<file path="config.mk">
export PLATFORM = sky130hd
export DESIGN_NAME = fp_err_signal
export DESIGN_NICKNAME = d
export VERILOG_FILES = /design/src/rtl/fp_err_pkg.sv /design/src/rtl/fp_err_signal.sv
export SDC_FILE = /design/constraint.sdc
export NUM_CORES = 1
export LEC_CHECK = 0
export ABC_AREA = 1
export BUFFER_PORTS_ARGS = -buffer_cell sky130_fd_sc_hd__clkbuf_2
export CORE_ASPECT_RATIO = 1.1
export CORE_MARGIN = 3
export CORE_UTILIZATION = 45
export DETAILED_ROUTE_END_ITERATION = 10
export HOLD_SLACK_MARGIN = 0.15
export PLACE_DENSITY_LB_ADDON = 0.1
export SETUP_SLACK_MARGIN = 0.5
export SLEW_MARGIN = 30
export SYNTH_ARGS = -nofsm -noshare
export SYNTH_HDL_FRONTEND = slang
export SYNTH_SLANG_ARGS = --single-unit
</file>
<file path="constraint.sdc">
create_clock -name CLK_IN -period 2.1 [get_ports CLK_IN]
set_clock_uncertainty 0.2 [all_clocks]
set_input_delay 0.105 -clock CLK_IN [delete_from_list [all_inputs] [get_ports CLK_IN]]
set_output_delay 0.105 -clock CLK_IN [all_outputs]
set_load 0.05 [all_outputs]
</file>
<file path="src/rtl/fp_err_pkg.sv">
// Constants for the floating-point error reporting unit: pin path and native trap path
package fp_err_pkg;
	localparam int FLAG_W = 6;
	localparam int ADDR_W = 8;
	// Register byte offsets
	localparam logic [7:0] OFS_CTRL = 8'h00;
	localparam logic [7:0] OFS_EXC_MASK = 8'h04;
	localparam logic [7:0] OFS_FP_STATUS = 8'h08;
	localparam logic [7:0] OFS_FAULT_IP = 8'h0c;
	localparam logic [7:0] OFS_INT_STATUS = 8'h10;
	localparam logic [7:0] OFS_INT_MASK = 8'h14;
	// Control fields
	localparam int CTRL_NE_BIT = 0;
	localparam int CTRL_DEFER_BIT = 1;
	localparam logic [1:0] CTRL_RESET = 2'h0;
	// Status word: flags in low bits, summary above
	localparam int ES_BIT = 7;
	localparam logic [5:0] EXC_MASK_RESET = 6'h3f;
	// Interrupt status bits
	localparam int INT_W = 4;
	localparam int INT_EXC_BIT = 0;
	localparam int INT_PIN_BIT = 1;
	localparam int INT_IRQ_BIT = 2;
	localparam int INT_TRAP_BIT = 3;
	localparam logic [3:0] INT_MASK_RESET = 4'h0;
	// Internal exception vector for native mode
	localparam logic [7:0] FP_ERROR_VECTOR = 8'h10;
	// Instruction classes from the dispatch stage
	typedef enum logic [2:0] {
		CLS_OTHER = 3'h0,
		CLS_WAIT = 3'h1,
		CLS_FP_WAITING = 3'h2,
		CLS_SIMD = 3'h3,
		CLS_INIT_NOWAIT = 3'h4,
		CLS_CLEX_NOWAIT = 3'h5,
		CLS_STORE_NOWAIT = 3'h6,
		CLS_SAVE_NOWAIT = 3'h7
	} instr_class_t;
endpackage : fp_err_pkg

</file>
<file path="src/rtl/fp_err_signal.sv">
// Floating-point error reporting: pin path, native trap path, APB registers
//
// Chosen here: the placing of the registers and the APB interface to the registers.
`timescale 1ns/1ps
`default_nettype none

module fp_err_signal (
	// Clock and reset
	input wire logic CLK_IN,
	input wire logic RST_B_IN,
	// APB slave
	input wire logic PSEL_IN,
	input wire logic PENABLE_IN,
	input wire logic PWRITE_IN,
	input wire logic [fp_err_pkg::ADDR_W-1:0] PADDR_IN,
	input wire logic [31:0] PWDATA_IN,
	output logic [31:0] PRDATA_OUT,
	output logic PREADY_OUT,
	output logic PSLVERR_OUT,
	// Exception report from the arithmetic core
	input wire logic EXC_VALID_IN,
	input wire logic [fp_err_pkg::FLAG_W-1:0] EXC_FLAGS_IN,
	input wire logic [31:0] EXC_IP_IN,
	// Instruction dispatch
	input wire logic INSTR_VALID_IN,
	input wire logic [2:0] INSTR_CLASS_IN,
	input wire logic [31:0] INSTR_IP_IN,
	output logic INSTR_STALL_OUT,
	output logic TRAP_OUT,
	output logic [7:0] TRAP_VECTOR_OUT,
	output logic [31:0] TRAP_RETURN_IP_OUT,
	// Pins
	output logic FP_ERROR_OUT_N,
	input wire logic IGNORE_NUMERIC_ERROR_IN_N,
	input wire logic MASKABLE_IRQ_IN,
	output logic SINGLE_LP_ONLY_OUT,
	// Interrupt
	output logic IRQ_OUT
);
	import fp_err_pkg::*;

	////////////////////////////////////////////////////////////////////////
	// Declarations
	logic [1:0] ctrl_reg;
	logic [FLAG_W-1:0] exc_mask_reg;
	logic [FLAG_W-1:0] flags_reg;
	logic [FLAG_W-1:0] flags_next;
	logic [31:0] fault_ip_reg;
	logic [INT_W-1:0] int_status_reg;
	logic [INT_W-1:0] int_mask_reg;
	logic [INT_W-1:0] int_event;
	logic [31:0] prdata_reg;
	logic [1:0] pin_meta_reg;
	logic [1:0] pin_sync_reg;
	logic irq_seen_reg;
	logic err_reg;
	logic err_next;
	logic armed_reg;
	logic trap_reg;
	logic [31:0] ret_ip_reg;
	logic native;
	logic ignore;
	logic es;
	logic waits;
	logic clears;
	logic exc_unmasked;
	logic setup;
	logic wr_en;
	logic mapped;
	instr_class_t cls;

	assign cls = instr_class_t'(INSTR_CLASS_IN);
	assign native = ctrl_reg[CTRL_NE_BIT];
	assign es = |(flags_reg & ~exc_mask_reg);
	assign exc_unmasked = EXC_VALID_IN && |(EXC_FLAGS_IN & ~exc_mask_reg);
	// Only waiting classes look at pending exceptions
	assign waits = INSTR_VALID_IN && (cls == CLS_WAIT ||
		cls == CLS_FP_WAITING || cls == CLS_SIMD);
	// Init, clear and save discard pending exceptions without a check
	assign clears = INSTR_VALID_IN && (cls == CLS_INIT_NOWAIT ||
		cls == CLS_CLEX_NOWAIT || cls == CLS_SAVE_NOWAIT);

	////////////////////////////////////////////////////////////////////////
	// Pin synchronisers
	always_ff @(posedge CLK_IN) begin
		if (!RST_B_IN) begin
			pin_meta_reg <= 2'h1;
			pin_sync_reg <= 2'h1;
		end else begin
			pin_meta_reg <= {MASKABLE_IRQ_IN, IGNORE_NUMERIC_ERROR_IN_N};
			pin_sync_reg <= pin_meta_reg;
		end
	end
	// Ignore only matters on the pin path
	assign ignore = !pin_sync_reg[0] && !native;

	////////////////////////////////////////////////////////////////////////
	// Exception flags and faulting pointer
	always_comb begin
		flags_next = flags_reg;
		if (clears) begin
			flags_next = '0;
		end
		if (wr_en && PADDR_IN == OFS_FP_STATUS) begin
			flags_next = flags_next & ~PWDATA_IN[FLAG_W-1:0];
		end
		// Set wins over any clear in the same cycle
		if (EXC_VALID_IN) begin
			flags_next = flags_next | EXC_FLAGS_IN;
		end
	end

	always_ff @(posedge CLK_IN) begin
		if (!RST_B_IN) begin
			flags_reg <= '0;
		end else begin
			flags_reg <= flags_next;
		end
	end

	always_ff @(posedge CLK_IN) begin
		if (!RST_B_IN) begin
			fault_ip_reg <= 32'h0;
		end else if (exc_unmasked) begin
			fault_ip_reg <= EXC_IP_IN;
		end
	end

	////////////////////////////////////////////////////////////////////////
	// Error pin, legacy mode only
	always_ff @(posedge CLK_IN) begin
		if (!RST_B_IN) begin
			armed_reg <= 1'b0;
		end else if (!es) begin
			armed_reg <= 1'b0;
		end else if (waits) begin
			armed_reg <= 1'b1;
		end
	end

	always_comb begin
		err_next = !native && es && !ignore;
		if (ctrl_reg[CTRL_DEFER_BIT] && !armed_reg && !waits) begin
			err_next = 1'b0;
		end
	end

	always_ff @(posedge CLK_IN) begin
		if (!RST_B_IN) begin
			err_reg <= 1'b0;
		end else begin
			err_reg <= err_next;
		end
	end

	assign FP_ERROR_OUT_N = !err_reg;
	// Pin path serialises error ownership to one processor
	assign SINGLE_LP_ONLY_OUT = !native;

	////////////////////////////////////////////////////////////////////////
	// Freeze and native trap
	// Freeze holds until the handler clears flags or, in pin mode only, glue ignores errors
	assign INSTR_STALL_OUT = waits && es && (native || !ignore);

	always_ff @(posedge CLK_IN) begin
		if (!RST_B_IN) begin
			trap_reg <= 1'b0;
			ret_ip_reg <= 32'h0;
		end else begin
			trap_reg <= waits && es && native && !trap_reg;
			if (waits && es && native && !trap_reg) begin
				ret_ip_reg <= INSTR_IP_IN;
			end
		end
	end

	assign TRAP_OUT = trap_reg;
	assign TRAP_VECTOR_OUT = FP_ERROR_VECTOR;
	assign TRAP_RETURN_IP_OUT = ret_ip_reg;

	////////////////////////////////////////////////////////////////////////
	// Interrupt status
	always_ff @(posedge CLK_IN) begin
		if (!RST_B_IN) begin
			irq_seen_reg <= 1'b0;
		end else begin
			irq_seen_reg <= pin_sync_reg[1];
		end
	end

	assign int_event[INT_EXC_BIT] = exc_unmasked;
	assign int_event[INT_PIN_BIT] = err_next && !err_reg;
	assign int_event[INT_IRQ_BIT] = pin_sync_reg[1] && !irq_seen_reg;
	assign int_event[INT_TRAP_BIT] = trap_reg;

	always_ff @(posedge CLK_IN) begin
		if (!RST_B_IN) begin
			int_status_reg <= '0;
		end else if (wr_en && PADDR_IN == OFS_INT_STATUS) begin
			int_status_reg <= (int_status_reg & ~PWDATA_IN[INT_W-1:0]) |
				int_event;
		end else begin
			int_status_reg <= int_status_reg | int_event;
		end
	end

	assign IRQ_OUT = |(int_status_reg & int_mask_reg);

	////////////////////////////////////////////////////////////////////////
	// APB slave, zero wait states
	assign setup = PSEL_IN && !PENABLE_IN;
	assign wr_en = PSEL_IN && PENABLE_IN && PWRITE_IN;
	assign mapped = PADDR_IN inside {OFS_CTRL, OFS_EXC_MASK, OFS_FP_STATUS,
		OFS_FAULT_IP, OFS_INT_STATUS, OFS_INT_MASK};
	assign PREADY_OUT = 1'b1;
	assign PSLVERR_OUT = PSEL_IN && PENABLE_IN && !mapped;
	assign PRDATA_OUT = prdata_reg;

	always_ff @(posedge CLK_IN) begin
		if (!RST_B_IN) begin
			ctrl_reg <= CTRL_RESET;
			exc_mask_reg <= EXC_MASK_RESET;
			int_mask_reg <= INT_MASK_RESET;
		end else if (wr_en) begin
			unique case (PADDR_IN)
				OFS_CTRL: ctrl_reg <= PWDATA_IN[1:0];
				OFS_EXC_MASK: exc_mask_reg <= PWDATA_IN[FLAG_W-1:0];
				OFS_INT_MASK: int_mask_reg <= PWDATA_IN[INT_W-1:0];
				default: ;
			endcase
		end
	end

	// Read data sampled in setup so it stands through the access phase
	always_ff @(posedge CLK_IN) begin
		if (!RST_B_IN) begin
			prdata_reg <= 32'h0;
		end else if (setup) begin
			unique case (PADDR_IN)
				OFS_CTRL: prdata_reg <= {30'h0, ctrl_reg};
				OFS_EXC_MASK: prdata_reg <= {26'h0, exc_mask_reg};
				OFS_FP_STATUS: prdata_reg <= {24'h0, es, 1'b0, flags_reg};
				OFS_FAULT_IP: prdata_reg <= fault_ip_reg;
				OFS_INT_STATUS: prdata_reg <= {28'h0, int_status_reg};
				OFS_INT_MASK: prdata_reg <= {28'h0, int_mask_reg};
				default: prdata_reg <= 32'h0;
			endcase
		end
	end

	////////////////////////////////////////////////////////////////////////
	// Assertions
	AST_LEGACY_PIN: assert property (
		@(posedge CLK_IN) disable iff (!RST_B_IN)
		(!native && es && !ignore && !ctrl_reg[CTRL_DEFER_BIT]) |=>
		!FP_ERROR_OUT_N)
		else $error("Error pin not asserted in legacy mode");
	AST_PIN_NO_TRAP: assert property (
		@(posedge CLK_IN) disable iff (!RST_B_IN)
		!native |=> !TRAP_OUT)
		else $error("Internal trap taken in pin mode");
	AST_NATIVE_NO_PIN: assert property (
		@(posedge CLK_IN) disable iff (!RST_B_IN)
		native |=> FP_ERROR_OUT_N)
		else $error("Error pin driven in native mode");
	AST_NATIVE_TRAP: assert property (
		@(posedge CLK_IN) disable iff (!RST_B_IN)
		(waits && es && native && !TRAP_OUT) |=>
		TRAP_OUT && TRAP_VECTOR_OUT == FP_ERROR_VECTOR)
		else $error("Native trap missing");
	AST_TRAP_PULSE: assert property (
		@(posedge CLK_IN) disable iff (!RST_B_IN)
		TRAP_OUT |=> !TRAP_OUT)
		else $error("Trap pulse longer than one cycle");
	AST_FLAG_SET: assert property (
		@(posedge CLK_IN) disable iff (!RST_B_IN)
		exc_unmasked |=> es && flags_reg[INT_EXC_BIT+:FLAG_W] != '0)
		else $error("Summary not set after unmasked exception");
	AST_SET_WINS: assert property (
		@(posedge CLK_IN) disable iff (!RST_B_IN)
		EXC_VALID_IN |=>
		(flags_reg & $past(EXC_FLAGS_IN)) == $past(EXC_FLAGS_IN))
		else $error("Reported flag lost to a clear");
	// Once armed the pin may follow the summary at any time
	AST_DEFER: assert property (
		@(posedge CLK_IN) disable iff (!RST_B_IN)
		(ctrl_reg[CTRL_DEFER_BIT] && !armed_reg && FP_ERROR_OUT_N &&
		!waits) |=> FP_ERROR_OUT_N)
		else $error("Deferred error pin asserted early");
	AST_DEFER_ARM: assert property (
		@(posedge CLK_IN) disable iff (!RST_B_IN)
		(ctrl_reg[CTRL_DEFER_BIT] && !native && es && !ignore && waits)
		|=> !FP_ERROR_OUT_N)
		else $error("Deferred error pin missing at waiting instruction");
	AST_STALL: assert property (
		@(posedge CLK_IN) disable iff (!RST_B_IN)
		(waits && es && !native && !ignore) |-> INSTR_STALL_OUT)
		else $error("Waiting instruction not frozen");
	AST_NOWAIT: assert property (
		@(posedge CLK_IN) disable iff (!RST_B_IN)
		(INSTR_VALID_IN && INSTR_CLASS_IN[2]) |->
		!INSTR_STALL_OUT ##1 !TRAP_OUT)
		else $error("Non-waiting instruction checked");
	AST_CLEAR_NOWAIT: assert property (
		@(posedge CLK_IN) disable iff (!RST_B_IN)
		(clears && !EXC_VALID_IN) |=> flags_reg == '0)
		else $error("Non-waiting clear left flags set");
	AST_IRQ_SEEN: assert property (
		@(posedge CLK_IN) disable iff (!RST_B_IN)
		int_event[INT_IRQ_BIT] |=> int_status_reg[INT_IRQ_BIT])
		else $error("Interrupt request edge not recorded");
	AST_IGNORE: assert property (
		@(posedge CLK_IN) disable iff (!RST_B_IN)
		ignore |-> !INSTR_STALL_OUT ##1 FP_ERROR_OUT_N)
		else $error("Errors reported while ignored");
	AST_SINGLE_LP: assert property (
		@(posedge CLK_IN) disable iff (!RST_B_IN)
		SINGLE_LP_ONLY_OUT == !ctrl_reg[CTRL_NE_BIT])
		else $error("Single processor limit wrong");
	AST_RET_IP: assert property (
		@(posedge CLK_IN) disable iff (!RST_B_IN)
		$rose(TRAP_OUT) |-> TRAP_RETURN_IP_OUT == $past(INSTR_IP_IN))
		else $error("Return pointer not the later instruction");
	AST_FAULT_IP: assert property (
		@(posedge CLK_IN) disable iff (!RST_B_IN)
		exc_unmasked |=> fault_ip_reg == $past(EXC_IP_IN))
		else $error("Faulting pointer not kept");
	AST_PIN_CLEAR: assert property (
		@(posedge CLK_IN) disable iff (!RST_B_IN)
		!es |=> FP_ERROR_OUT_N)
		else $error("Error pin stuck after clear");

	COV_LEGACY_FREEZE: cover property (@(posedge CLK_IN)
		disable iff (!RST_B_IN) !FP_ERROR_OUT_N ##1 INSTR_STALL_OUT);
	COV_NATIVE_TRAP: cover property (@(posedge CLK_IN)
		disable iff (!RST_B_IN) TRAP_OUT);
	COV_IGNORED: cover property (@(posedge CLK_IN)
		disable iff (!RST_B_IN) es && ignore && waits);
	COV_IRQ: cover property (@(posedge CLK_IN)
		disable iff (!RST_B_IN) IRQ_OUT);
	COV_DEFERRED: cover property (@(posedge CLK_IN)
		disable iff (!RST_B_IN) ctrl_reg[CTRL_DEFER_BIT] && !FP_ERROR_OUT_N);
endmodule : fp_err_signal

`default_nettype wire

</file>
# Word level (Yosys, flattened, before mapping)
# Index checks and enable logic that the tools add are counted.
# Widths: inputs -> output; s select.
dict set report totals {
  reg_bits 126
  input_bits 122
}
dict set report op_classes {
  eq_ne 11
  muxes 6
  n_bitwise 11
  n_reduce_logical 44
}
# operator count
set op_table {}
lappend op_table {{$pmux 32 s6} 1}
lappend op_table {{$logic_and 1x1->1} 20}
lappend op_table {{$and 6x6->6} 3}
lappend op_table {{$mux 6} 3}
lappend op_table {{$eq 8x4->1 const B} 2}
lappend op_table {{$eq 8x5->1 const B} 2}
lappend op_table {{$not 6->6} 2}
lappend op_table {{$reduce_or 6->1} 2}
lappend op_table {{$logic_not 1->1} 10}
lappend op_table {{$eq 3x3->1 const B} 3}
lappend op_table {{$and 4x4->4} 2}
lappend op_table {{$eq 8x3->1 const B} 1}
lappend op_table {{$logic_not 8->1} 1}
lappend op_table {{$or 4x4->4} 2}
lappend op_table {{$reduce_and 2->1} 4}
lappend op_table {{$eq 3x2->1 const B} 2}
lappend op_table {{$or 6x6->6} 1}
lappend op_table {{$reduce_bool 6->1} 1}
lappend op_table {{$logic_or 1x1->1} 5}
lappend op_table {{$mux 4} 1}
lappend op_table {{$not 4->4} 1}
lappend op_table {{$reduce_or 4->1} 1}
lappend op_table {{$eq 3x1->1 const B} 1}
lappend op_table {{$mux 1} 1}

# Depth between registers and ports, before layout
# Gate-level depths: netlist of the first run.
dict set report logic_depth {
  depth_word 10
  mapped_depth 11
  depth_no_buf 9
}

# Least setup slack after synthesis of the first run
# Ideal clock, no wire load.
dict set report synth_path {
  path_type {register to register}
  start {register trap_reg (netlist: TRAP_OUT)}
  end {register ret_ip_reg[14] (netlist: TRAP_RETURN_IP_OUT[14])}
  setup_time_ns 0.113
  arrival_ns 1.304
  required_ns 1.787
  path_slack_ns 0.484
  stages_incl_launch_ff 8
  path_buffers 2
  synth_period_minus_slack_ns 1.616
  cell_sequence {dfxtp_1 inv_1 nand4_4 buf_8 buf_6 nand2_2 nand2_1 nor2_1}
}
dict set report synth_between {
  elab_chain_cells 2
}
# item line
set synth_lines {}
lappend synth_lines {{from (decl)} fp_err_signal.sv:59} ;# logic trap_reg;
lappend synth_lines {{from (signal assigned)} fp_err_signal.sv:170} ;# trap_reg <= waits && es && native && !trap_reg;
lappend synth_lines {{$logic_not 1->1} fp_err_signal.sv:171} ;# if (waits && es && native && !trap_reg) begin
lappend synth_lines {{$logic_and 1x1->1} fp_err_signal.sv:171}
lappend synth_lines {{to (signal assigned)} fp_err_signal.sv:168} ;# ret_ip_reg <= 32'h0;
lappend synth_lines {{to (signal assigned)} fp_err_signal.sv:172} ;# ret_ip_reg <= INSTR_IP_IN;
lappend synth_lines {{to (decl)} fp_err_signal.sv:60} ;# logic [31:0] ret_ip_reg;
# Every way passes these cells.
# A chain may end at the register's enable or synchronous reset.

# Worst setup path after layout of the first run
dict set report layout_path {
  start {register flags_reg[2]}
  end {output port INSTR_STALL_OUT}
}
dict set report layout_between {
  elab_chain_cells 4
}
# item line
set layout_lines {}
lappend layout_lines {{from (decl)} fp_err_signal.sv:46} ;# logic [FLAG_W-1:0] flags_reg;
lappend layout_lines {{from (signal assigned)} fp_err_signal.sv:117} ;# flags_reg <= flags_next;
lappend layout_lines {{$and 6x6->6} fp_err_signal.sv:74} ;# assign es = |(flags_reg & ~exc_mask_reg);
lappend layout_lines {{$reduce_or 6->1} fp_err_signal.sv:74}
lappend layout_lines {{$logic_and 1x1->1 (2 in series)} fp_err_signal.sv:163} ;# assign INSTR_STALL_OUT = waits && es && (native || !ignore);
lappend layout_lines {{to (decl)} fp_err_signal.sv:28} ;# output logic INSTR_STALL_OUT,
# Every way passes these cells.

==> out/metrics.yaml, run 1 <==
cells_and_area:
  areaGrowthSynthToFinish_pct: 53.7
  layout-drive-gt1-share: 0.255
  seqCellArea_sq_um: 2530
  antenna_cells: 0
  fin_nets: 1220
  fillers: 1008
  fin_util: 0.715
  multi_input_area_sq_um: 2480
run:
  cap_viol_max_count: 0
route:
  drc: 0
  totalWireLength_um: 16900
  first_iter_violations: 371
  via_per_inst: 4.76
  wl_per_cell_um: 13.4
  ant_nets: 0
  vias: 6016
  firstDrtPassIters: 5
clocking:
  cts_tree: "yes"
  cts_root_buf: "clkbuf_16"
  cts.clk_slew.worst_paths_ps: 60
  clk_path_buf_depth: 2
  numCtsBuffers: 17
  cts_max_level: 4
  clock_latency_ps: 400
  cts.sinks: 126
pwr:
  p_clk_frac: 0.519
  pwr-share-seq: 0.379
  power.density_nw_per_um2: 746
  p_leak_uw: 0.00427
  power.switching_uw: 1490
  p_sw_frac: 0.230
  p_comb_frac: 0.102
  internal_power_uw: 4980
  peakVddDrop_mv: 0.487
setup_path:
  r2r-start: "flags_reg[2]"
  critical_path_class: "reg -> out"
  reg2reg_depth: 11
  crit_cells: 6
  critPathTopFamily: "flip-flops"
  rrSetupSlack_ps: 390
  r2r_end: "TRAP_RETURN_IP_OUT[12]"
  max_stage_delay_ps: 340
  path_cells: "inv_1 > o21ai_2 > nor2_2 > nand2_4 > o211a_1 > buf_8"
  slowest_stage: "dfxtp_1"
  start_kind: "register"
  crit_path_end_kind: "output port"
  cp.arrival_ps: 1450
  crit_fanout: 4
  crit_required_ps: 1790
  crit_buf_inv: 2
timing:
  drv_slew: 0
  rsz0062_at_grt: "yes"
  fmax_mhz: 571
  min_period_ps: 1750
  period_share: 0.833
  tightest_slew_ps: 669
  fin_tns_setup_ps: 0
  timing.slew.headroom: 0.554
  setup_viol: 0
  hold_viol: 15
  whs_ps: -153
logic_synthesis:
  synth_area_sq_um: 5650
  synth.ff_latch_count: 126
  yosysSeqAreaShare: 0.447
  synth_cell_types: 31
  synth_area_per_cell_sq_um: 6.85
  ys_top_cells_by_area: "dfxtp_1 (45%), nand2_1 (12%), nor2_1 (8.1%)"
  synth.top_cell.area_share: 0.447
  postSynthCellCount: 824
  synth-warning-count: 0
  yosysTopAreaCell: "dfxtp_1"
placement:
  place.gp.congestion: 0.857
  dp_hpwl_um: 9650
  portBuffers: 165
min_path:
  whs_endpoint: "exc_mask_reg[5]"
  min_path_type: "in -> reg"
  hold_depth: 2
  min_from: "RST_B_IN"
global_route:
  overflow: 0
  grt_pass1_vias: 5388
  track_usage: 0.224
  grt_start_max_net_pins: 72
  grt_antenna_before_repair: 0
  grt_pass1_wl_um: 25500
die:
  initial_core_util: 0.465
  dieWidth_um: 113
  die_area_sq_um: 13900
  die_y_um: 123
  core_area_sq_um: 12100
  ios: 201
  rows: 42
status:
  violations: "hold timing"
  outcome: "finished with violations"
per-layer routing:
metal / GRT usage / wire [um] / share of wire
met4: 0.0714 / 242 / 0.014
met5: 0 / 0 / 0
met3: 0.0504 / 1080 / 0.064
met1: 0.289 / 7350 / 0.43
met2: 0.374 / 8240 / 0.49
cells by family after synthesis:
family | Yosys count | synth area share
buffers and inverters | 169 | 0.135
and+or+nand+nor | 387 | 0.285
AOI/OAI and AO/OA | 140 | 0.132
other | 2 | 0.00133
DFF | 126 | 0.447
what timing repair did:
action,CTS,global route
hold buffers,104,4
endpoints found under the setup margin,59,84
buffers inserted,6,6
endpoints found under the hold margin,124,102
pin swaps,2,7
resized for setup,9,39
cloned,0,8
cells in the mapped netlist:
library cell / instances
o21ai_0: 40
nand2_2: 12
a31oi_1: 1
o21ai_1: 7
buf_6: 8
nor2_2: 3
dfxtp_1: 126
o22ai_1: 1
o22ai_2: 1
inv_2: 6
buf_1: 9
o211ai_1: 4
nand3_1: 61
buf_4: 12
conb_1: 2
nor3_2: 1
nand4_4: 1
o221ai_2: 1
nor2_4: 1
o211a_1: 1
buf_8: 1
or2_2: 2
nor2_1: 122
nand2_4: 1
buf_2: 9
inv_1: 108
o21ai_2: 1
o2111ai_1: 1
a21oi_1: 82
clkbuf_1: 16
nand2_1: 183
area by class of cell:
cell class,instances,area share
multi-input combinational,536,0.286
clock inverter,13,0.0273
tap,154,0.0222
inverter,114,0.0493
sequential,126,0.292
clock buffer,19,0.0510
timing repair buffer,303,0.272
worst max path at each step:
stage                     from  slack (ps)                      to
6_report          flags_reg[2]         350         INSTR_STALL_OUT
5_1_grt           flags_reg[4]         270         INSTR_STALL_OUT
4_1_cts        exc_mask_reg[4]         340         INSTR_STALL_OUT
3_5_place_dp   exc_mask_reg[4]         360  TRAP_RETURN_IP_OUT[30]
3_3_place_gp   exc_mask_reg[4]         380  TRAP_RETURN_IP_OUT[22]
2_1_floorplan  exc_mask_reg[3]         610  TRAP_RETURN_IP_OUT[14]
through the flow:
stage / instances / worst slack (ps) / cell area (sq um) / total power [uW]
floorplan: 831 / 611 / 5670 / 2810
global placement: 1105 / 380 / 6540 / 2980
detailed placement: 1105 / 356 / 6540 / 2980
CTS: 1247 / 338 / 8330 / 6480
global route: 1265 / 269 / 8680 / 6690
finish: 1265 / 350 / 8680 / 6470
power by group through the flow:
stage / Sequential [uW] / Combinational (uW) / Clock [uW]
finish: 2460 / 661 / 3360
global route: 2460 / 713 / 3520
CTS: 2450 / 631 / 3400
detailed placement: 2510 / 478 / 0
global placement: 2500 / 478 / 0
floorplan: 2590 / 219 / 0
placed cells by master (no fill, tap or decap), drive strengths merged:
master,count
bufinv,6
buf,30
dfxtp,126
clkbuf,184
or2,2
nand4,1
o21ai,48
a21oi,82
a31oi,1
dlygate4sd3,105
inv,115
nand2,196
clkinvlp,1
dlymetal6s4s,3
o221ai,1
nand3,61
conb,9
o2111ai,1
o211ai,4
o22ai,2
nor3,1
o211a,1
clkinv,5
nor2,126
No activity file was read; power rests on OpenSTA's default activity.
==> inputs of run 2 (changes only) <==
- clock period: 2.1 -> 1.4 ns (I/O delays scaled with it)
==> run 2 against run 1 <==
The run now fails in global routing (5_1_grt). Synthesized cell count unchanged. Synthesized area unchanged.
==> out/metrics.yaml, run 2 <==
status:
  outcome: "stopped before the end"
  lastStage: "global routing (5_1_grt)"
  toolErrorMsg: "[ERROR DPL-0038] Utilization greater than 100%, impossible to legalize"
die:
  rows: 42
  die_y_um: 123
  dieWidth_um: 113
  initial_core_util: 0.465
  ios: 201
placement:
  place.gp.congestion: 0.857
  place_area_sq_um: 7340
  portBuffers: 165
  place_ws_ps: -177
  dp_hpwl_um: 10700
logic_synthesis:
  synth_area_per_cell_sq_um: 6.85
  postSynthCellCount: 824
  synth_area_sq_um: 5650
  synth-edff-count: 0
  ys_top_cells_by_area: "dfxtp_1 (45%), nand2_1 (12%), nor2_1 (8.1%)"
  synth_cell_types: 31
  synth.top_cell.area_share: 0.447
  synthFlopType: "dfxtp_1"
  ys_top_cells_by_count: "nand2_1 (183), dfxtp_1 (126), nor2_1 (122)"
  synth.ff_latch_count: 126
  synth_most_common_cell: "nand2_1"
  yosysSeqAreaShare: 0.447
  yosysTopAreaCell: "dfxtp_1"
  async_reset_ff_frac: 0
  synth-warning-count: 0
timing:
  worst-ep-kind: "top-level output"
  grt-worst-endpoint: "INSTR_STALL_OUT"
clocking:
  cts.sinks: 126
  numCtsBuffers: 17
  clk_path_buf_depth: 2
  cts_max_level: 4
  cts_root_buf: "clkbuf_16"
global_route:
  grt_start_max_net_pins: 51
## run 2: cell counts after synthesis
No cell type changed its count.
## run 2: cell families after synthesis
family / Yosys count / synth area share
flops: 126 / 0.447
simple gates: 387 / 0.285
compound gates: 140 / 0.132
other cells: 2 / 0.00133
buf+inv: 169 / 0.135
## run 2: what timing repair did
item | CTS
resized for setup | 357
setup buffers | 38
hold buffers | 77
pin swaps | 59
gates cloned | 14
endpoints found under the setup margin | 190
hold endpoints to repair | 126
## run 2: through the flow
stage / hold WS, ps / cells / TNS (ps)
2_1_floorplan: -32.4 / 831 / -1760
4_1_cts: -197 / 1311 / -18140
3_3_place_gp: 55.3 / 1151 / -8750
3_5_place_dp: 61.3 / 1151 / -8920
==> inputs of run 3 (changes only) <==
- CORE_ASPECT_RATIO: 1.1 -> unset
- CORE_UTILIZATION: 45 -> 30
- HOLD_SLACK_MARGIN: 0.15 -> unset
- PLACE_DENSITY_LB_ADDON: 0.1 -> 0.15
- SETUP_SLACK_MARGIN: 0.5 -> unset
- clock period: 1.4 -> 1.8 ns (I/O delays scaled with it)
==> run 3 against run 2 <==
The flow now finishes without violations.
==> out/metrics.yaml, run 3 (same netlist as run 1, synthesis figures left out) <==
global_route:
  grt_pass1_vias: 5452
  track_usage: 0.164
  grt_pass1_wl_um: 26900
  overflow: 0
  grt_antenna_before_repair: 0
  grt_start_max_net_pins: 73
min_path:
  min_path_type: "in -> reg"
  min_from: "PADDR_IN[1]"
  hold_depth: 6
  whs_endpoint: "ctrl_reg[1]"
cells_and_area:
  layout-drive-gt1-share: 0.238
  design_area_sq_um: 8260
  antenna_cells: 0
  fin_util: 0.454
  stdcell_count: 1313
  layout_common_cells: "nand2_1 (182), clkbuf_2 (163), dfxtp_1 (122)"
  layout_commonest_cell: "nand2_1"
  areaGrowthSynthToFinish_pct: 46.3
  fin_nets: 1193
status:
  outcome: "finished, final reports clean"
clocking:
  numCtsBuffers: 17
  cts.clk_slew.worst_paths_ps: 60
  cts_max_level: 4
  cts_tree: "yes"
  clock_latency_ps: 420
  clk_path_buf_depth: 2
  cts.sinks: 126
  cts_root_buf: "clkbuf_16"
die:
  initial_core_util: 0.310
  core_area_sq_um: 18200
  dieWidth_um: 143
  ios: 201
  die_area_sq_um: 20500
  rows: 49
  die_y_um: 143
timing:
  min_period_ps: 1760
  rsz0062_at_grt: "yes"
  drv_slew: 0
  period_share: 0.978
  fin_tns_setup_ps: 0
  fmax_mhz: 568
  setup_ws_ps: 40.0
  hold_viol: 0
  setup_viol: 0
pwr:
  peakVddDrop_mv: 0.579
  power.density_nw_per_um2: 879
  p_leak_uw: 0.00404
route:
  drc: 0
  wl_per_cell_um: 12.7
  vias: 5691
  first_iter_violations: 242
  firstDrtPassIters: 4
  ant_nets: 0
  totalWireLength_um: 16600
  via_per_inst: 4.33
placement:
  dp.cells: 1190
  place_area_sq_um: 6700
  place.gp.congestion: 0.795
  place_ws_ps: 160
  portBuffers: 165
  dp_hpwl_um: 10900
setup_path:
  crit_fanout: 4
  r2r-start: "exc_mask_reg[1]"
  crit_required_ps: 1510
  r2r_end: "TRAP_RETURN_IP_OUT[10]"
  reg2reg_depth: 10
  start_kind: "register"
  rrSetupSlack_ps: 60
  crit_path_end_kind: "output port"
  cp.arrival_ps: 1470
  crit_path_start: "exc_mask_reg[3]"
  critical_path_class: "reg -> out"
run:
  cap_viol_max_count: 0
[run 3: stage by stage]
| stage | total power (uW) | hold slack [ps] |
|---|---|---|
| after global routing | 7520 | 45.0 |
| after global placement | 3500 | 76.6 |
| final | 7260 | 22.9 |
| after detailed placement | 3500 | 75.9 |
| after floorplan | 3280 | -12.4 |
| after CTS | 7350 | 5.31 |
[run 3: power breakdown]
part	switching, uW	internal (uW)	total (uW)	leakage (uW)
combinational	429	292	721	0.00271
sequential	24.5	2840	2860	0.00102
clock	1250	2420	3680	0.000310
total	1710	5560	7260	0.00404
[run 3: worst max-delay path, stage by stage (launching register included)]
cell and delay, ps:
dfxtp_2 350, inv_2 40, nand2_2 50, o21ai_2 50, nor2_2 170, nand2_4 100
o211a_1 140, buf_8 150
[run 3: how the worst max path moves through the flow]
stage,cells past startpoint,end,slack (ps)
floorplan,7,TRAP_RETURN_IP_OUT[14],180
global placement,8,fault_ip_reg[28],160
detailed placement,8,fault_ip_reg[17],160
CTS,7,INSTR_STALL_OUT,9
global route,7,INSTR_STALL_OUT,-20
finish,7,INSTR_STALL_OUT,40
[run 3: layout make-up]
cell class,instances,area [sq um]
flip-flops and latches,126,2530
inverters,114,428
repair buffers,276,1960
multi-input cells,536,2420
clock buffers,22,474
fillers,1894,9950
well taps,229,287
clock inverters,10,160
[run 3: routing by layer]
| layer | vias up | part of all wire | track usage |
|---|---|---|---|
| li1 | 3036 | - | - |
| met1 | 2494 | 0.47 | 0.216 |
| met2 | 148 | 0.46 | 0.267 |
| met3 | 13 | 0.063 | 0.0382 |
| met4 | 0 | 0.0093 | 0.0490 |
| met5 | - | 0 | 0 |
[run 3: what timing repair did]
action                                  CTS  global route
resized for setup                         5             6
hold endpoints to repair                 90             0
buffers inserted                          4             1
endpoints found under the setup margin    1            19
gates cloned                              0             0
hold buffers                             87             0
pin swaps                                 2             2
==> inputs of run 4 (changes only) <==
- clock period: 1.8 -> 2.3 ns (I/O delays scaled with it)
==> run 4 against run 3 <==
First-iteration DRC count up 16%. Total power shrank 24%. Register-to-register slack gained 40 ps. Via count up 0.42%. Clock power decreased by 26%. Wire length increased by 2.5%. Worst hold slack better by 7.4 ps. Sequential power is 22% lower. Core utilization up 0.50 points. Final cell count up 0.61%. Largest cell class unchanged. Highest routed layer unchanged.
==> out/metrics.yaml, run 4 (same netlist as run 1, synthesis figures left out) <==
cells_and_area:
  fin_nets: 1202
  seqCellArea_sq_um: 2520
  layout_commonest_cell: "nand2_1"
  antenna_cells: 0
  fillers: 1882
  multi_input_area_sq_um: 2410
  areaGrowthSynthToFinish_pct: 47.9
  layout_common_cells: "nand2_1 (183), clkbuf_2 (164), dfxtp_1 (125)"
  fin_util: 0.459
  layout-drive-gt1-share: 0.220
  stdcell_count: 1321
placement:
  portBuffers: 165
  place.gp.congestion: 0.798
  dp_hpwl_um: 10700
  place_ws_ps: 603
  dp.cells: 1181
timing:
  rsz0062_at_grt: "no"
  setup_viol: 0
  period_share: 0.955
  hold_viol: 0
  tightest_slew_ps: 786
  timing.slew.headroom: 0.476
  setup_ws_ps: 104
  drv_slew: 0
  fin_tns_setup_ps: 0
  fmax_mhz: 455
  min_period_ps: 2200
clocking:
  cts.clk_slew.worst_paths_ps: 60
  numCtsBuffers: 17
  cts.sinks: 126
  clk_path_buf_depth: 2
  cts_max_level: 4
  cts_tree: "yes"
  cts_root_buf: "clkbuf_16"
  clock_latency_ps: 420
global_route:
  track_usage: 0.163
  grt_pass1_wl_um: 26700
  overflow: 0
  grt_antenna_before_repair: 0
  grt_pass1_vias: 5388
  grt_start_max_net_pins: 72
setup_path:
  slowest_stage: "dlygate4sd3_1"
  critPathTopFamily: "buffers and inverters"
  start_kind: "register"
  path_cells: "o22ai_2 > inv_2 > nand2_4 > nand4_4 > clkbuf_16 > nor2_1 > nor2_1 > dlygate4sd3_1"
  crit_required_ps: 2400
  crit_fanout: 16
  crit_path_end_kind: "register"
  crit_path_start: "exc_mask_reg[4]"
  cp.arrival_ps: 2300
  critical_path_class: "reg -> reg"
  cp_common_cell: "nor2_1"
  max_stage_delay_ps: 550
  crit_buf_inv: 3
  r2r-start: "exc_mask_reg[4]"
min_path:
  min_path_type: "in -> reg"
  min_from: "EXC_VALID_IN"
pwr:
  power.density_nw_per_um2: 662
  peakVddDrop_mv: 0.489
  p_comb_frac: 0.104
  p_leak_uw: 0.00414
  power.switching_uw: 1310
  p_clk_frac: 0.490
  p_sw_frac: 0.237
  pwr-share-seq: 0.405
  internal_power_uw: 4210
route:
  wl_per_cell_um: 12.9
  totalWireLength_um: 17000
  drc: 0
  via_per_inst: 4.33
  ant_nets: 0
  vias: 5715
  firstDrtPassIters: 4
  first_iter_violations: 281
die:
  rows: 49
  dieWidth_um: 143
  die_y_um: 143
  ios: 201
  initial_core_util: 0.310
  core_area_sq_um: 18200
  die_area_sq_um: 20500
run:
  cap_viol_max_count: 0
status:
  outcome: "finished, final reports clean"
-- run 4: changes by cell type in the layout (fill, tap and decap cells not counted), moves of 2 or more --
cell           before  now
buf_4              19    7
bufinv_16           4    2
clkbuf_16          17   19
clkbuf_8            3    6
clkinv_4            2    0
dfxtp_1           122  125
dfxtp_2             4    1
dlygate4sd3_1      87  106
nor2_1            119  121
nor2_2              5    3
-- run 4: path summary, 6_finish.rpt --
check	cells after the start	slack, ps	end
worst max register to register	8	100	TRAP_RETURN_IP_OUT[10]
worst min-delay path	4	30	flags_reg[4]
worst max-delay path	8	100	TRAP_RETURN_IP_OUT[10]
worst min register to register	1	210	pin_sync_reg[0]
-- run 4: area by class of cell --
cell class                 instances  share of cell area
clock buffer                      25              0.0617
clock inverter                     6             0.00959
inverter                         114              0.0512
multi-input combinational        536               0.288
sequential                       126               0.302
tap                              229              0.0343
timing repair buffer             285               0.253
-- run 4: per-stage QoR --
step	hold slack, ps	power, uW	cell area (sq um)
after detailed placement	106	2740	6630
final	30.4	5530	8350
after CTS	8.14	5590	8290
after global routing	35.4	5740	8350
after global placement	103	2740	6630
after floorplan	12.6	2570	5670
-- run 4: what timing repair did --
action | CTS | global route
endpoints found under the hold margin | 101 | 0
hold buffers | 106 | 0
setup buffers | 0 | 1
setup endpoints to repair | 0 | 14
gates resized for setup | 0 | 2
-- run 4: worst register-to-register path, stage by stage, from the launching register on --
cell and delay [ps]:
dfxtp_1 370, o22ai_2 200, inv_2 60, nand2_4 110
nand4_4 160, clkbuf_16 230, nor2_1 140, nor2_1 70
dlygate4sd3_1 550
-- run 4: power by group through the flow --
stage | Sequential, uW | Clock [uW] | Combinational, uW
after floorplan | 2370 | 0 | 200
after global placement | 2290 | 0 | 453
after detailed placement | 2290 | 0 | 452
after CTS | 2240 | 2770 | 577
after global routing | 2240 | 2860 | 629
final | 2240 | 2710 | 577
-- run 4: per-layer routing --
metal | wire (um) | vias to the layer above | track usage
li1 | - | 3056 | -
met1 | 8320 | 2513 | 0.217
met2 | 7700 | 137 | 0.261
met3 | 908 | 9 | 0.0469
met4 | 107 | 0 | 0.0430
met5 | 0 | - | 0
